<file path="config.mk">
export PLATFORM = sky130hd
export DESIGN_NAME = stpc_power_ctrl
export DESIGN_NICKNAME = d
export VERILOG_FILES = /design/src/hdl/stpc_pkg.sv /design/src/hdl/stpc_power_ctrl.sv /design/src/hdl/stpc_stab_timer.sv
export SDC_FILE = /design/constraint.sdc
export NUM_CORES = 1
export LEC_CHECK = 0
export BUFFER_PORTS_ARGS = -buffer_cell sky130_fd_sc_hd__buf_2
export CORE_MARGIN = 2
export CORE_UTILIZATION = 52
export CTS_CLUSTER_DIAMETER = 50
export DETAILED_ROUTE_END_ITERATION = 8
export MAX_ROUTING_LAYER = met4
export PLACE_DENSITY = 0.83
export SLEW_MARGIN = 10
export SYNTH_ARGS = -nofsm -noshare
export SYNTH_HDL_FRONTEND = slang
export SYNTH_SLANG_ARGS = --single-unit
</file>
<file path="constraint.sdc">
create_clock -name ref_clk_i -period 1.8 [get_ports ref_clk_i]
set_input_delay 0 -clock ref_clk_i [delete_from_list [all_inputs] [get_ports ref_clk_i]]
set_output_delay 0 -clock ref_clk_i [all_outputs]
set_load 0.05 [all_outputs]
</file>
<file path="src/hdl/stpc_pkg.sv">
// Constants and types for the stop mode power controller
package stpc_pkg;

  // Register byte offsets on the bus
  localparam logic [7:0] ADDR_PROTECT = 8'h00;
  localparam logic [7:0] ADDR_PSC = 8'h04;
  localparam logic [7:0] ADDR_STAB = 8'h08;
  localparam logic [7:0] ADDR_STATUS = 8'h0C;
  localparam logic [7:0] ADDR_WAKE_MASK = 8'h10;
  localparam logic [7:0] ADDR_PERIPH = 8'h14;

  // Field positions
  localparam int PSC_STOP_BIT = 1;
  localparam int PER_SUBCLK_PRESENT = 0;
  localparam int PER_TMR4_SUBCLK = 1;
  localparam int PER_TMR5_SUBCLK = 2;
  localparam int PER_WATCH_SUBCLK = 3;
  localparam int PER_UART_EXT_BAUD = 4;
  localparam int PER_CSI_EXT_CLK = 5;
  localparam int PER_RTO_TM45 = 6;
  localparam int STAT_ARMED_BIT = 2;
  localparam int STAT_NMI_BIT = 3;

  // Widths and reset values
  localparam int IRQ_W = 8;
  localparam int PER_W = 7;
  localparam int STAB_SEL_W = 3;
  localparam int STAB_CNT_W = 20;
  localparam logic [STAB_SEL_W-1:0] STAB_SEL_RESET = 3'h4;
  localparam logic [IRQ_W-1:0] WAKE_MASK_RESET = 8'h00;
  localparam logic [PER_W-1:0] PERIPH_RESET = 7'h00;

  // Stabilization lengths, as right shifts of the longest count
  localparam int STAB_RESET_PERIODS = 524288;
  localparam logic [4:0] STAB_SHIFT_0 = 5'h06;
  localparam logic [4:0] STAB_SHIFT_1 = 5'h04;
  localparam logic [4:0] STAB_SHIFT_2 = 5'h02;
  localparam logic [4:0] STAB_SHIFT_3 = 5'h01;
  localparam logic [4:0] STAB_SHIFT_4 = 5'h00;

  // Entry delay lets the instructions after the store retire
  localparam int MAIN_CLK_PERIOD_NS = 8;
  localparam int ENTRY_DELAY_NS = 64;
  localparam int ENTRY_DELAY_CYC = (ENTRY_DELAY_NS + MAIN_CLK_PERIOD_NS - 1) / MAIN_CLK_PERIOD_NS;
  localparam int ENTRY_CNT_W = 4;

  localparam logic [3:0] WAKE_CODE_NMI = 4'hF;

  typedef enum logic [1:0] {
    ST_RUN,
    ST_ENTER,
    ST_STOPPED,
    ST_STABILIZE
  } stpc_state_type;

  typedef struct packed {
    logic rto_tm45;
    logic csi_ext_clk;
    logic uart_ext_baud;
    logic watch_subclk;
    logic tmr5_subclk;
    logic tmr4_subclk;
    logic subclk_present;
  } stpc_periph_cfg_type;

  typedef struct packed {
    logic main_periph;
    logic timer4;
    logic timer5;
    logic watch;
    logic uart_tx;
    logic uart_rx;
    logic csi;
    logic rto;
  } stpc_periph_run_type;

endpackage

</file>
<file path="src/hdl/stpc_power_ctrl.sv">
// Stop mode power controller with a classic Wishbone register slave
//
// Our own choices: the placing of the registers and the Wishbone slave port.
`timescale 1ns/1ps
// Behaviour
// - Setting the stop request bit to one enters the stop state.
// - Stop halts the main oscillator and main clock; subclock keeps running.
// - Stop halts execution and keeps every register and RAM unchanged.
// - Stop halts all peripherals except those clocked from the subclock or from external clocks; uart_rx stays halted even with uart_ext_baud set.
// - Bus hold requests are not granted while stopped.
// - NMI, an unmasked running-peripheral interrupt, or reset ends stop.
// - Interrupt exit starts the counter; clocks wait for the selected length.
// - After the wait, clocks restart and execution branches to the handler.
// - Reset default of stabilization select gives two to the nineteenth periods.
// - Stop cuts CPU and main-clock peripheral clocks; subclock oscillator continues.
// - Timers four, five and watch count in stop only on subclock.
// - Async serial transmits and clocked serial runs on external clocks.
// - Real-time output runs in stop on timer four/five match if running.
// - Instructions after the store still run before the stop takes hold.
module stpc_power_ctrl #(
  parameter int STAB_CYCLES = stpc_pkg::STAB_RESET_PERIODS
) (
  input wire logic ref_clk_i,
  input wire logic reset_n_i,
  input wire logic wb_cyc_i,
  input wire logic wb_stb_i,
  input wire logic wb_we_i,
  input wire logic [7:0] wb_adr_i,
  input wire logic [3:0] wb_sel_i,
  input wire logic [31:0] wb_dat_i,
  output logic [31:0] wb_dat_o,
  output logic wb_ack_o,
  input wire logic nmi_i,
  input wire logic [stpc_pkg::IRQ_W-1:0] periph_irq_i,
  input wire logic bus_hold_request_i,
  input wire logic timer4_active_i,
  input wire logic timer5_active_i,
  output logic main_osc_en_o,
  output logic cpu_clk_en_o,
  output logic subclk_en_o,
  output logic cpu_halt_o,
  output logic bus_hold_ack_o,
  output stpc_pkg::stpc_periph_run_type periph_run_o,
  output logic wake_branch_o,
  output logic [3:0] wake_vector_o
);

  stpc_pkg::stpc_state_type state_r;
  stpc_pkg::stpc_state_type state_nxt;
  stpc_pkg::stpc_periph_cfg_type cfg;
  stpc_pkg::stpc_periph_run_type run_nxt;

  logic ack_r;
  logic [31:0] rdata_r;
  logic [31:0] rdata_nxt;
  logic armed_r;
  logic stop_req_r;
  logic stop_req_nxt;
  logic [stpc_pkg::STAB_SEL_W-1:0] stab_sel_r;
  logic [stpc_pkg::IRQ_W-1:0] wake_mask_r;
  logic [stpc_pkg::PER_W-1:0] periph_r;
  logic [stpc_pkg::ENTRY_CNT_W-1:0] entry_cnt_r;
  logic [stpc_pkg::ENTRY_CNT_W-1:0] entry_cnt_nxt;
  logic nmi_meta_r;
  logic nmi_sync_r;
  logic nmi_prev_r;
  logic nmi_pend_r;
  logic hold_meta_r;
  logic hold_sync_r;
  logic last_nmi_r;
  logic [3:0] vector_r;
  logic [3:0] vector_nxt;
  logic branch_r;
  logic osc_en_r;
  logic cpu_en_r;
  logic halt_r;
  logic hold_ack_r;

  // Bus decode: writes land on the edge where ack is seen
  wire access = wb_cyc_i && wb_stb_i;
  wire wr_commit = access && wb_we_i && ack_r;
  wire lane0 = wb_sel_i[0];
  wire hit_protect = (wb_adr_i == stpc_pkg::ADDR_PROTECT);
  wire hit_psc = (wb_adr_i == stpc_pkg::ADDR_PSC);
  wire hit_stab = (wb_adr_i == stpc_pkg::ADDR_STAB);
  wire hit_status = (wb_adr_i == stpc_pkg::ADDR_STATUS);
  wire hit_mask = (wb_adr_i == stpc_pkg::ADDR_WAKE_MASK);
  wire hit_periph = (wb_adr_i == stpc_pkg::ADDR_PERIPH);
  wire psc_write = wr_commit && hit_psc && lane0 && armed_r;
  wire stab_write = wr_commit && hit_stab && lane0;
  wire mask_write = wr_commit && hit_mask && lane0;
  wire periph_write = wr_commit && hit_periph && lane0;
  wire arm_set = wr_commit && hit_protect && lane0;

  // Wake sources
  wire nmi_edge = nmi_sync_r && !nmi_prev_r;
  wire [stpc_pkg::IRQ_W-1:0] irq_live = periph_irq_i & wake_mask_r;
  wire irq_wake = |irq_live;
  wire stopped = (state_r == stpc_pkg::ST_STOPPED);
  wire wake_now = stopped && (nmi_pend_r || irq_wake);
  wire stab_done;
  wire entry_done = (state_r == stpc_pkg::ST_ENTER) && (entry_cnt_r == 4'h0);

  assign cfg = stpc_pkg::stpc_periph_cfg_type'(periph_r);

  // Lowest pending line names the handler; NMI outranks all
  always_comb begin
    vector_nxt = vector_r;
    if (wake_now) begin
      if (nmi_pend_r) begin
        vector_nxt = stpc_pkg::WAKE_CODE_NMI;
      end else begin
        for (int i = stpc_pkg::IRQ_W - 1; i >= 0; i--) begin
          if (irq_live[i]) begin
            vector_nxt = 4'(i);
          end
        end
      end
    end
  end

  // Sequencer
  always_comb begin
    state_nxt = state_r;
    entry_cnt_nxt = entry_cnt_r;
    unique case (state_r)
      stpc_pkg::ST_RUN: begin
        if (psc_write && wb_dat_i[stpc_pkg::PSC_STOP_BIT]) begin
          state_nxt = stpc_pkg::ST_ENTER;
          entry_cnt_nxt = 4'(stpc_pkg::ENTRY_DELAY_CYC - 1);
        end
      end
      stpc_pkg::ST_ENTER: begin
        // Following instructions retire before clocks are pulled
        if (entry_done) begin
          state_nxt = stpc_pkg::ST_STOPPED;
        end else begin
          entry_cnt_nxt = entry_cnt_r - 4'h1;
        end
      end
      stpc_pkg::ST_STOPPED: begin
        if (wake_now) begin
          state_nxt = stpc_pkg::ST_STABILIZE;
        end
      end
      stpc_pkg::ST_STABILIZE: begin
        if (stab_done) begin
          state_nxt = stpc_pkg::ST_RUN;
        end
      end
    endcase
  end

  // Stop bit falls when the device leaves stop
  assign stop_req_nxt = (stab_done && state_r == stpc_pkg::ST_STABILIZE) ? 1'b0 :
                        (psc_write ? wb_dat_i[stpc_pkg::PSC_STOP_BIT] : stop_req_r);

  // Peripheral run enables; the CPU side is assumed on the main clock
  always_comb begin
    run_nxt = '1;
    if (state_nxt == stpc_pkg::ST_STOPPED || state_nxt == stpc_pkg::ST_STABILIZE) begin
      run_nxt.main_periph = 1'b0;
      run_nxt.timer4 = cfg.subclk_present && cfg.tmr4_subclk;
      run_nxt.timer5 = cfg.subclk_present && cfg.tmr5_subclk;
      run_nxt.watch = cfg.subclk_present && cfg.watch_subclk;
      run_nxt.uart_tx = cfg.uart_ext_baud;
      run_nxt.uart_rx = 1'b0;
      run_nxt.csi = cfg.csi_ext_clk;
      run_nxt.rto = cfg.subclk_present && cfg.rto_tm45 &&
                    ((cfg.tmr4_subclk && timer4_active_i) ||
                     (cfg.tmr5_subclk && timer5_active_i));
    end
  end

  // Read mux
  always_comb begin
    rdata_nxt = 32'h00000000;
    if (hit_psc) begin
      rdata_nxt[stpc_pkg::PSC_STOP_BIT] = stop_req_r;
    end else if (hit_stab) begin
      rdata_nxt[stpc_pkg::STAB_SEL_W-1:0] = stab_sel_r;
    end else if (hit_status) begin
      rdata_nxt[1:0] = state_r;
      rdata_nxt[stpc_pkg::STAT_ARMED_BIT] = armed_r;
      rdata_nxt[stpc_pkg::STAT_NMI_BIT] = last_nmi_r;
    end else if (hit_mask) begin
      rdata_nxt[stpc_pkg::IRQ_W-1:0] = wake_mask_r;
    end else if (hit_periph) begin
      rdata_nxt[stpc_pkg::PER_W-1:0] = periph_r;
    end
  end

  stpc_stab_timer u_stab (
    .ref_clk_i(ref_clk_i),
    .reset_n_i(reset_n_i),
    .start_i(wake_now),
    .sel_i(stab_sel_r),
    .full_i(stpc_pkg::STAB_CNT_W'(STAB_CYCLES)),
    .done_o(stab_done)
  );

  // Bus slave: one wait state, ack drops the cycle after it rises
  always_ff @(posedge ref_clk_i or negedge reset_n_i) begin
    if (!reset_n_i) begin
      ack_r <= 1'b0;
      rdata_r <= 32'h00000000;
    end else begin
      ack_r <= access && !ack_r;
      rdata_r <= rdata_nxt;
    end
  end

  // Registers; any other write disarms the protection latch
  always_ff @(posedge ref_clk_i or negedge reset_n_i) begin
    if (!reset_n_i) begin
      armed_r <= 1'b0;
      stop_req_r <= 1'b0;
      stab_sel_r <= stpc_pkg::STAB_SEL_RESET;
      wake_mask_r <= stpc_pkg::WAKE_MASK_RESET;
      periph_r <= stpc_pkg::PERIPH_RESET;
    end else begin
      if (wr_commit) begin
        armed_r <= arm_set;
      end
      stop_req_r <= stop_req_nxt;
      if (stab_write) begin
        stab_sel_r <= wb_dat_i[stpc_pkg::STAB_SEL_W-1:0];
      end
      if (mask_write) begin
        wake_mask_r <= wb_dat_i[stpc_pkg::IRQ_W-1:0];
      end
      if (periph_write) begin
        periph_r <= wb_dat_i[stpc_pkg::PER_W-1:0];
      end
    end
  end

  // Pin synchronisers; the first stage feeds only the second
  always_ff @(posedge ref_clk_i or negedge reset_n_i) begin
    if (!reset_n_i) begin
      nmi_meta_r <= 1'b0;
      nmi_sync_r <= 1'b0;
      nmi_prev_r <= 1'b0;
      hold_meta_r <= 1'b0;
      hold_sync_r <= 1'b0;
    end else begin
      nmi_meta_r <= nmi_i;
      nmi_sync_r <= nmi_meta_r;
      nmi_prev_r <= nmi_sync_r;
      hold_meta_r <= bus_hold_request_i;
      hold_sync_r <= hold_meta_r;
    end
  end

  // NMI edge held until it wakes; a new edge wins over the clear
  always_ff @(posedge ref_clk_i or negedge reset_n_i) begin
    if (!reset_n_i) begin
      nmi_pend_r <= 1'b0;
      last_nmi_r <= 1'b0;
    end else begin
      nmi_pend_r <= nmi_edge || (nmi_pend_r && !wake_now);
      if (wake_now) begin
        last_nmi_r <= nmi_pend_r;
      end
    end
  end

  // Sequencer and registered outputs
  always_ff @(posedge ref_clk_i or negedge reset_n_i) begin
    if (!reset_n_i) begin
      state_r <= stpc_pkg::ST_RUN;
      entry_cnt_r <= 4'h0;
      vector_r <= 4'h0;
      branch_r <= 1'b0;
      osc_en_r <= 1'b1;
      cpu_en_r <= 1'b1;
      halt_r <= 1'b0;
      hold_ack_r <= 1'b0;
      periph_run_o <= '1;
    end else begin
      state_r <= state_nxt;
      entry_cnt_r <= entry_cnt_nxt;
      vector_r <= vector_nxt;
      branch_r <= (state_r == stpc_pkg::ST_STABILIZE) && stab_done;
      osc_en_r <= (state_nxt != stpc_pkg::ST_STOPPED);
      cpu_en_r <= (state_nxt == stpc_pkg::ST_RUN) || (state_nxt == stpc_pkg::ST_ENTER);
      halt_r <= (state_nxt == stpc_pkg::ST_STOPPED) ||
                (state_nxt == stpc_pkg::ST_STABILIZE);
      hold_ack_r <= hold_sync_r && (state_nxt == stpc_pkg::ST_RUN);
      periph_run_o <= run_nxt;
    end
  end

  // Subclock distribution is never gated by this block
  assign subclk_en_o = 1'b1;
  assign main_osc_en_o = osc_en_r;
  assign cpu_clk_en_o = cpu_en_r;
  assign cpu_halt_o = halt_r;
  assign bus_hold_ack_o = hold_ack_r;
  assign wake_branch_o = branch_r;
  assign wake_vector_o = vector_r;
  assign wb_ack_o = ack_r;
  assign wb_dat_o = rdata_r;

endmodule // stpc_power_ctrl

</file>
<file path="src/hdl/stpc_stab_timer.sv">
// Oscillation stabilization counter, watchdog style
`timescale 1ns/1ps
module stpc_stab_timer (
  input wire logic ref_clk_i,
  input wire logic reset_n_i,
  input wire logic start_i,
  input wire logic [stpc_pkg::STAB_SEL_W-1:0] sel_i,
  input wire logic [stpc_pkg::STAB_CNT_W-1:0] full_i,
  output logic done_o
);

  logic [stpc_pkg::STAB_CNT_W-1:0] cnt_r;
  logic [stpc_pkg::STAB_CNT_W-1:0] cnt_nxt;
  logic busy_r;
  logic busy_nxt;
  logic [4:0] shift;
  logic [stpc_pkg::STAB_CNT_W-1:0] scaled;
  logic [stpc_pkg::STAB_CNT_W-1:0] load;

  // Codes above the top select fall back to the longest wait
  assign shift = (sel_i == 3'h0) ? stpc_pkg::STAB_SHIFT_0 :
                 (sel_i == 3'h1) ? stpc_pkg::STAB_SHIFT_1 :
                 (sel_i == 3'h2) ? stpc_pkg::STAB_SHIFT_2 :
                 (sel_i == 3'h3) ? stpc_pkg::STAB_SHIFT_3 : stpc_pkg::STAB_SHIFT_4;
  assign scaled = full_i >> shift;
  // Never less than one cycle, even for a shortened simulation count
  assign load = (scaled == 20'h00000) ? 20'h00001 : scaled;
  assign done_o = busy_r && (cnt_r == 20'h00001);

  assign busy_nxt = start_i ? 1'b1 : (done_o ? 1'b0 : busy_r);
  assign cnt_nxt = start_i ? load : (busy_r ? cnt_r - 20'h00001 : cnt_r);

  always_ff @(posedge ref_clk_i or negedge reset_n_i) begin
    if (!reset_n_i) begin
      cnt_r <= 20'h00000;
      busy_r <= 1'b0;
    end else begin
      cnt_r <= cnt_nxt;
      busy_r <= busy_nxt;
    end
  end

endmodule // stpc_stab_timer

</file>
# --- Yosys cells after proc, flatten, opt, wreduce, memory -nomap -nowiden ---
# Cells that the tools add are included.
word_totals:
  output_inout_bits: 51
  elab_cells: 145
  register_bits: 80
  inputBits: 61
classes:
  n_reduce_logical: 52
  mux: 39
  eq_ne: 18
  n_addsub: 2
  n_shift: 1
  n_bitwise: 1
ops:
  columns: ["op", "count"]
  rows:
  - ["20-bit 2-to-1 mux", 3]
  - ["4-bit 2-to-1 mux", 13]
  - ["1-bit logical AND", 30]
  - ["20-bit by 1-bit equality test with 1-bit output, second input constant", 1]
  - ["20-bit zero test", 1]
  - ["5-bit 2-to-1 mux", 4]
  - ["20-bit by 5-bit >> shifter with 20-bit output, first input constant", 1]
  - ["20-bit by 1-bit subtractor with 20-bit output, second input constant", 1]
  - ["8-bit by 4-bit equality test with 1-bit output, second input constant", 2]
  - ["8-bit by 5-bit equality test with 1-bit output, second input constant", 2]
  - ["7-bit 2-to-1 mux", 2]
  - ["9-bit nonzero test", 1]
  - ["8-bit AND", 1]
  - ["2-bit equality test, second input constant", 4]
  - ["8-bit by 3-bit equality test with 1-bit output, second input constant", 1]
  - ["8-bit zero test", 1]
  - ["1-bit 2-to-1 mux", 8]
  - ["2-bit 2-to-1 mux", 4]
  - ["8-bit 2-to-1 mux", 1]
  - ["2-bit one-hot mux with 4 select lines", 1]
  - ["4-bit one-hot mux with 2 select lines", 1]
  - ["2-bit nonzero test", 4]
  - ["8-bit OR reduction", 1]
  - ["3-bit by 2-bit equality test with 1-bit output, second input constant", 2]
  - ["13 further kinds", 23]

# --- Depth between registers and ports, before layout ---
depth:
  depth_word: 12
  mapped_depth: 7
  depth_no_buf: 7

# --- Cells and area by module ---
# Synthesis repeated with hierarchy kept, for this count alone.
hier_totals:
  cells_unflattened: 481
  hier_area_um2: 4657.0
by_module_without_submodules:
  columns: ["mod", "n_inst", "cells_per_inst", "area_per_inst_um2", "seq_area_each_um2"]
  rows:
  - ["stpc_power_ctrl", 1, 242, 2676.3, 1463.9]
  - ["stpc_stab_timer", 1, 239, 1980.6, 525.5]

# --- Least setup slack after synthesis ---
# Ideal clock, no wire load.
synth_timing:
  path_kind: "register to register"
  from: "register ack_r (netlist: wb_ack_o)"
  to: "register wake_mask_r[0] in the netlist's numbering"
  period_less_slack_ns: 2.021
  path_buffers: 0
  arrival_ns: 1.896
  required_time_ns: 1.675
  setup_ns: 0.125
  setup_slack_ns: -0.221
  path_stages_with_launch: 5
  cell_sequence: "dfrtp_1 > nand4_2 > or2_1 > nor4_4 > mux2_2"
synth_between:
  elab_chain_cells: 3
synth_lines:
  columns: ["item", "line_no", "source"]
  rows:
  - ["from (decl)", "stpc_power_ctrl.sv:53", "logic ack_r;"]
  - ["from (signal assigned)", "stpc_power_ctrl.sv:208", "ack_r <= access && !ack_r;"]
  - ["1-bit logical AND", "stpc_power_ctrl.sv:81", "wire wr_commit = access && wb_we_i && ack_r;"]
  - ["1-bit logical AND (2 in series)", "stpc_power_ctrl.sv:91", "wire mask_write = wr_commit && hit_mask && lane0;"]
  - ["to (signal assigned)", "stpc_power_ctrl.sv:219", "wake_mask_r <= stpc_pkg::WAKE_MASK_RESET;"]
  - ["to (signal assigned)", "stpc_power_ctrl.sv:230", "wake_mask_r <= wb_dat_i[stpc_pkg::IRQ_W-1:0];"]
  - ["to (decl)", "stpc_power_ctrl.sv:60", "logic [stpc_pkg::IRQ_W-1:0] wake_mask_r;"]
# Every way passes these cells.
# A chain may end at the register's enable or synchronous reset.

# --- Final worst setup path ---
layout_timing:
  from: "register u_stab.cnt_r[8] in the netlist's numbering"
  to: "register u_stab.cnt_r[12] in the netlist's numbering"
layout_between:
  elab_chain_cells: 3
layout_lines:
  columns: ["item", "line_no", "source"]
  rows:
  - ["from (decl)", "stpc_stab_timer.sv:12", "logic [stpc_pkg::STAB_CNT_W-1:0] cnt_r;"]
  - ["from (signal assigned)", "stpc_stab_timer.sv:38", "cnt_r <= cnt_nxt;"]
  - ["20-bit by 1-bit subtractor with 20-bit output", "stpc_stab_timer.sv:31", "assign cnt_nxt = start_i ? load : (busy_r ? cnt_r - 20'h00001 : cnt_r);"]
  - ["20-bit 2-to-1 mux (2 in series)", "stpc_stab_timer.sv:31", null]
# Every way passes these cells. The select of a mux whose other input is x is not followed.

==> reports/qor.csv <==
stage,metric,value,unit
worst_setup_path,CP endpoint kind,flip-flop,
floorplan,DIE WIDTH,89.4,um
cells_and_area,Non-Filler Instances,548,
floorplan,die area,8000,um2
detailed_routing,drt first pass iters,4,
detailed_routing,Iter 0 DRT Violations,122,
power,Peak supply drop,0.000572,V
timing,final clock skew,8.29,ps
worst_setup_path,"Req. time, crit path",2040,ps
synthesis,Synth Cell Area,3800,um2
detailed_routing,vias per inst,5.24,
timing,Fin. Hold Viols,0,
floorplan,# IOs,112,
timing,final cycle utilization of the critical path,0.932,
cells_and_area,Antenna Diode Count,0,
global_route,largest net degree at the start of global routing,37,
status,outcome,completed,
floorplan,Initial Util,0.529,
floorplan,core box area,7180,um2
placement,pre-CTS setup slack,-41.1,ps
global_route,number of global-route vias before repair,2854,
hold_path,hold crit path type,input port to flip-flop,
clock_tree,CTS Buf Count,9,
timing,fmax,596,MHz
cells_and_area,Final nets,509,
floorplan,Site Rows,31,
hold_path,Hold EP,armed_r$_DFFE_PN0N_,
detailed_routing,drt drc,0,
worst_setup_path,Worst Path Max Fanout,5,
clock_tree,TritonCTS clock tree,done,
worst_setup_path,reg2reg end,u_stab.cnt_r[12]$_DFFE_PN0P_,
synthesis,Ys Warns,0,
synthesis,most common flop cell mapped by yosys,dfrtp_1,
synthesis,Cell variety after synth,58,
worst_setup_path,flop-to-flop setup slack,120,ps
worst_setup_path,Startpoint Class,flip-flop,
global_route,initial antenna violation count,0,
timing,fin worst setup slack,122,ps
floorplan,Die Span Y,89.4,um
global_route,first-pass GRT wire length,13400,um
synthesis,"EDFF count, synth",0,
clock_tree,CTS sink count,77,
cells_and_area,Area Overhead vs Synth,22.5,%
global_route,gr ovfl total,0,
placement,port buffer count,59,
placement,routability-driven placement congestion ratio,0.842,
power,pwr dens,1000,nW/um2
clock_tree,Max clock buf depth,2,
hold_path,Hold Startpoint,wb_cyc_i,
synthesis,asr flop ratio synth,1.00,
clock_tree,clock-pin slew on the worst setup and hold paths,90,ps
timing,final slew viol count,0,
synthesis,Mapped Avg Cell Area,10.8,um2
timing,shortest period the worst path allows,1680,ps
global_route,GRT Util Overall,0.230,
detailed_routing,WL final,8080,um
worst_setup_path,worst r2r src,u_stab.cnt_r[8]$_DFFE_PN0P_,
worst_setup_path,R2R cell count,5,
synthesis,sequential fraction of the synthesis area,0.511,
placement,dpl hpwl,5670,um
power,leakage,2.18,nW
synthesis,Post-Syn Instances,350,
cells_and_area,Final Instance Area,4650,um2
worst_setup_path,WS Path Type,flip-flop to flip-flop,
flow_run,reported max-cap violation count,0,
placement,dpl cells,512,
clock_tree,Clock Latency Late Sink,360,ps
worst_setup_path,WP data arrival,1920,ps
timing,"Setup violations, final",0,
placement,DP Area,4220,um2
cells_and_area,layout cells sized above 1,0.339,
synthesis,"FF+latch count, synth",77,
detailed_routing,drt wl/cell,14.7,um
hold_path,WHS Path Cells,3,
detailed_routing,Vias,2874,
detailed_routing,DRT antenna net count,0,
clock_tree,CTS Root Cell,clkbuf_8,
clock_tree,htree depth,3,
state kept, by name, summed over array words and instances (netlist names), 3 cells and up:
| signal | flops |
|---|---|
| u_stab.cnt_r | 20 |
| wake_mask_r | 8 |
| wb_dat_o | 8 |
| cfg | 7 |
| periph_run_o | 6 |
| entry_cnt_r | 4 |
| wake_vector_o | 4 |
| stab_sel_r | 3 |
per-stage QoR:
step	total power [W]	hold WS, ps	TNS, ps	util
after global placement	0.00320	-44.0	0	0.588
after detailed placement	0.00325	-37.0	-41.1	0.588
after global routing	0.00491	26.6	-2.46	0.648
after floorplan	0.00297	-296	0	-
after CTS	0.00464	9.42	0	0.641
final	0.00465	17.0	0	0.648
worst max-delay path, stage by stage, from the launching register on:
cell and delay [ps]:
dfrtp_1 450, or3_4 450, nand3b_1 240, nor3_1 220, xnor2_1 150, nor2_1 50
cell type report:
| class | count | area (um2) |
|---|---|---|
| Clock inverter | 7 | 82.6 |
| Inverter | 9 | 33.8 |
| Timing Repair Buffer | 94 | 626 |
| Clock buffer | 9 | 124 |
| Multi-Input combinational cell | 253 | 1720 |
| Tap cell | 99 | 124 |
| Sequential cell | 77 | 1940 |
| Fill cell | 548 | 2520 |
timing repair:
item                       in CTS  in global routing
pin swaps                       0                  2
resized for setup               1                  5
setup endpoints to repair       2                  7
hold endpoints to repair       98                  0
buffers inserted                0                  3
hold buffers                   17                  0
per-layer routing:
metal  global-route usage  part of all wire  vias up
met4               0.0746             0.014        0
met5                    -                 0        -
met3               0.0545             0.038       11
li1                     -                 -     1354
met2                0.378              0.51       84
met1                0.282              0.44     1425
where the power goes:
| group | switching (W) | internal [W] |
|---|---|---|
| clock | 0.000706 | 0.000659 |
| sequential | 0.000287 | 0.00194 |
| combinational | 0.000623 | 0.000435 |
| total | 0.00162 | 0.00304 |
synth_stat cells, types with 5 or more instances:
| cell type | number | share of area |
|---|---|---|
| xor2_1 | 5 | 0.012 |
| mux2_2 | 21 | 0.062 |
| nand3_1 | 6 | 0.0079 |
| o21ai_0 | 14 | 0.018 |
| dfrtp_1 | 68 | 0.45 |
| nor2_1 | 36 | 0.036 |
| inv_1 | 9 | 0.0089 |
| nand2_1 | 34 | 0.034 |
| dfstp_2 | 9 | 0.062 |
| xnor2_1 | 11 | 0.025 |
| nor3_1 | 16 | 0.021 |
| buf_4 | 28 | 0.055 |
| mux2i_1 | 5 | 0.013 |
| a21oi_1 | 13 | 0.017 |
layout by cell type (no fill, tap or decap), types with 9 or more instances in the layout:
| cell | netlist | final |
|---|---|---|
| a21oi_1 | 13 | 12 |
| buf_2 | 1 | 59 |
| buf_4 | 28 | 16 |
| clkbuf_8 | 0 | 9 |
| conb_1 | 2 | 25 |
| dfrtp_1 | 68 | 67 |
| dfstp_2 | 9 | 9 |
| dlygate4sd3_1 | 0 | 17 |
| inv_1 | 9 | 9 |
| mux2_2 | 21 | 21 |
| nand2_1 | 34 | 33 |
| nor2_1 | 36 | 36 |
| nor3_1 | 16 | 16 |
| o21ai_0 | 14 | 14 |
| xnor2_1 | 11 | 11 |
worst max path at each step:
stage	depth (start not counted)	end	slack [ps]	start
floorplan	4	wake_mask_r[0]$_DFFE_PN0P_	4	wb_ack_o$_DFF_PN0_
global placement	5	periph_run_o[3]$_DFF_PN1_	120	entry_cnt_r[0]$_DFFE_PN0P_
CTS	5	bus_hold_ack_o$_DFF_PN0_	5	u_stab.cnt_r[15]$_DFFE_PN0P_
detailed placement	5	bus_hold_ack_o$_DFF_PN0_	-40	u_stab.cnt_r[17]$_DFFE_PN0P_
global route	5	bus_hold_ack_o$_DFF_PN0_	-2	u_stab.cnt_r[14]$_DFFE_PN0P_
finish	5	u_stab.cnt_r[12]$_DFFE_PN0P_	120	u_stab.cnt_r[8]$_DFFE_PN0P_
kinds of logic after synthesis:
group,Yosys count,share of synthesized area
AO/OA/AOI/OAI,46,0.0791
XOR/XNOR,16,0.0369
adder cells (fa/ha/maj),4,0.0132
buffers and inverters,43,0.0705
flip-flops,77,0.511
multiplexers,26,0.0755
other,2,0.00198
AND/OR/NAND/NOR,136,0.212
Note: power is estimated with default switching activity, not from simulation.
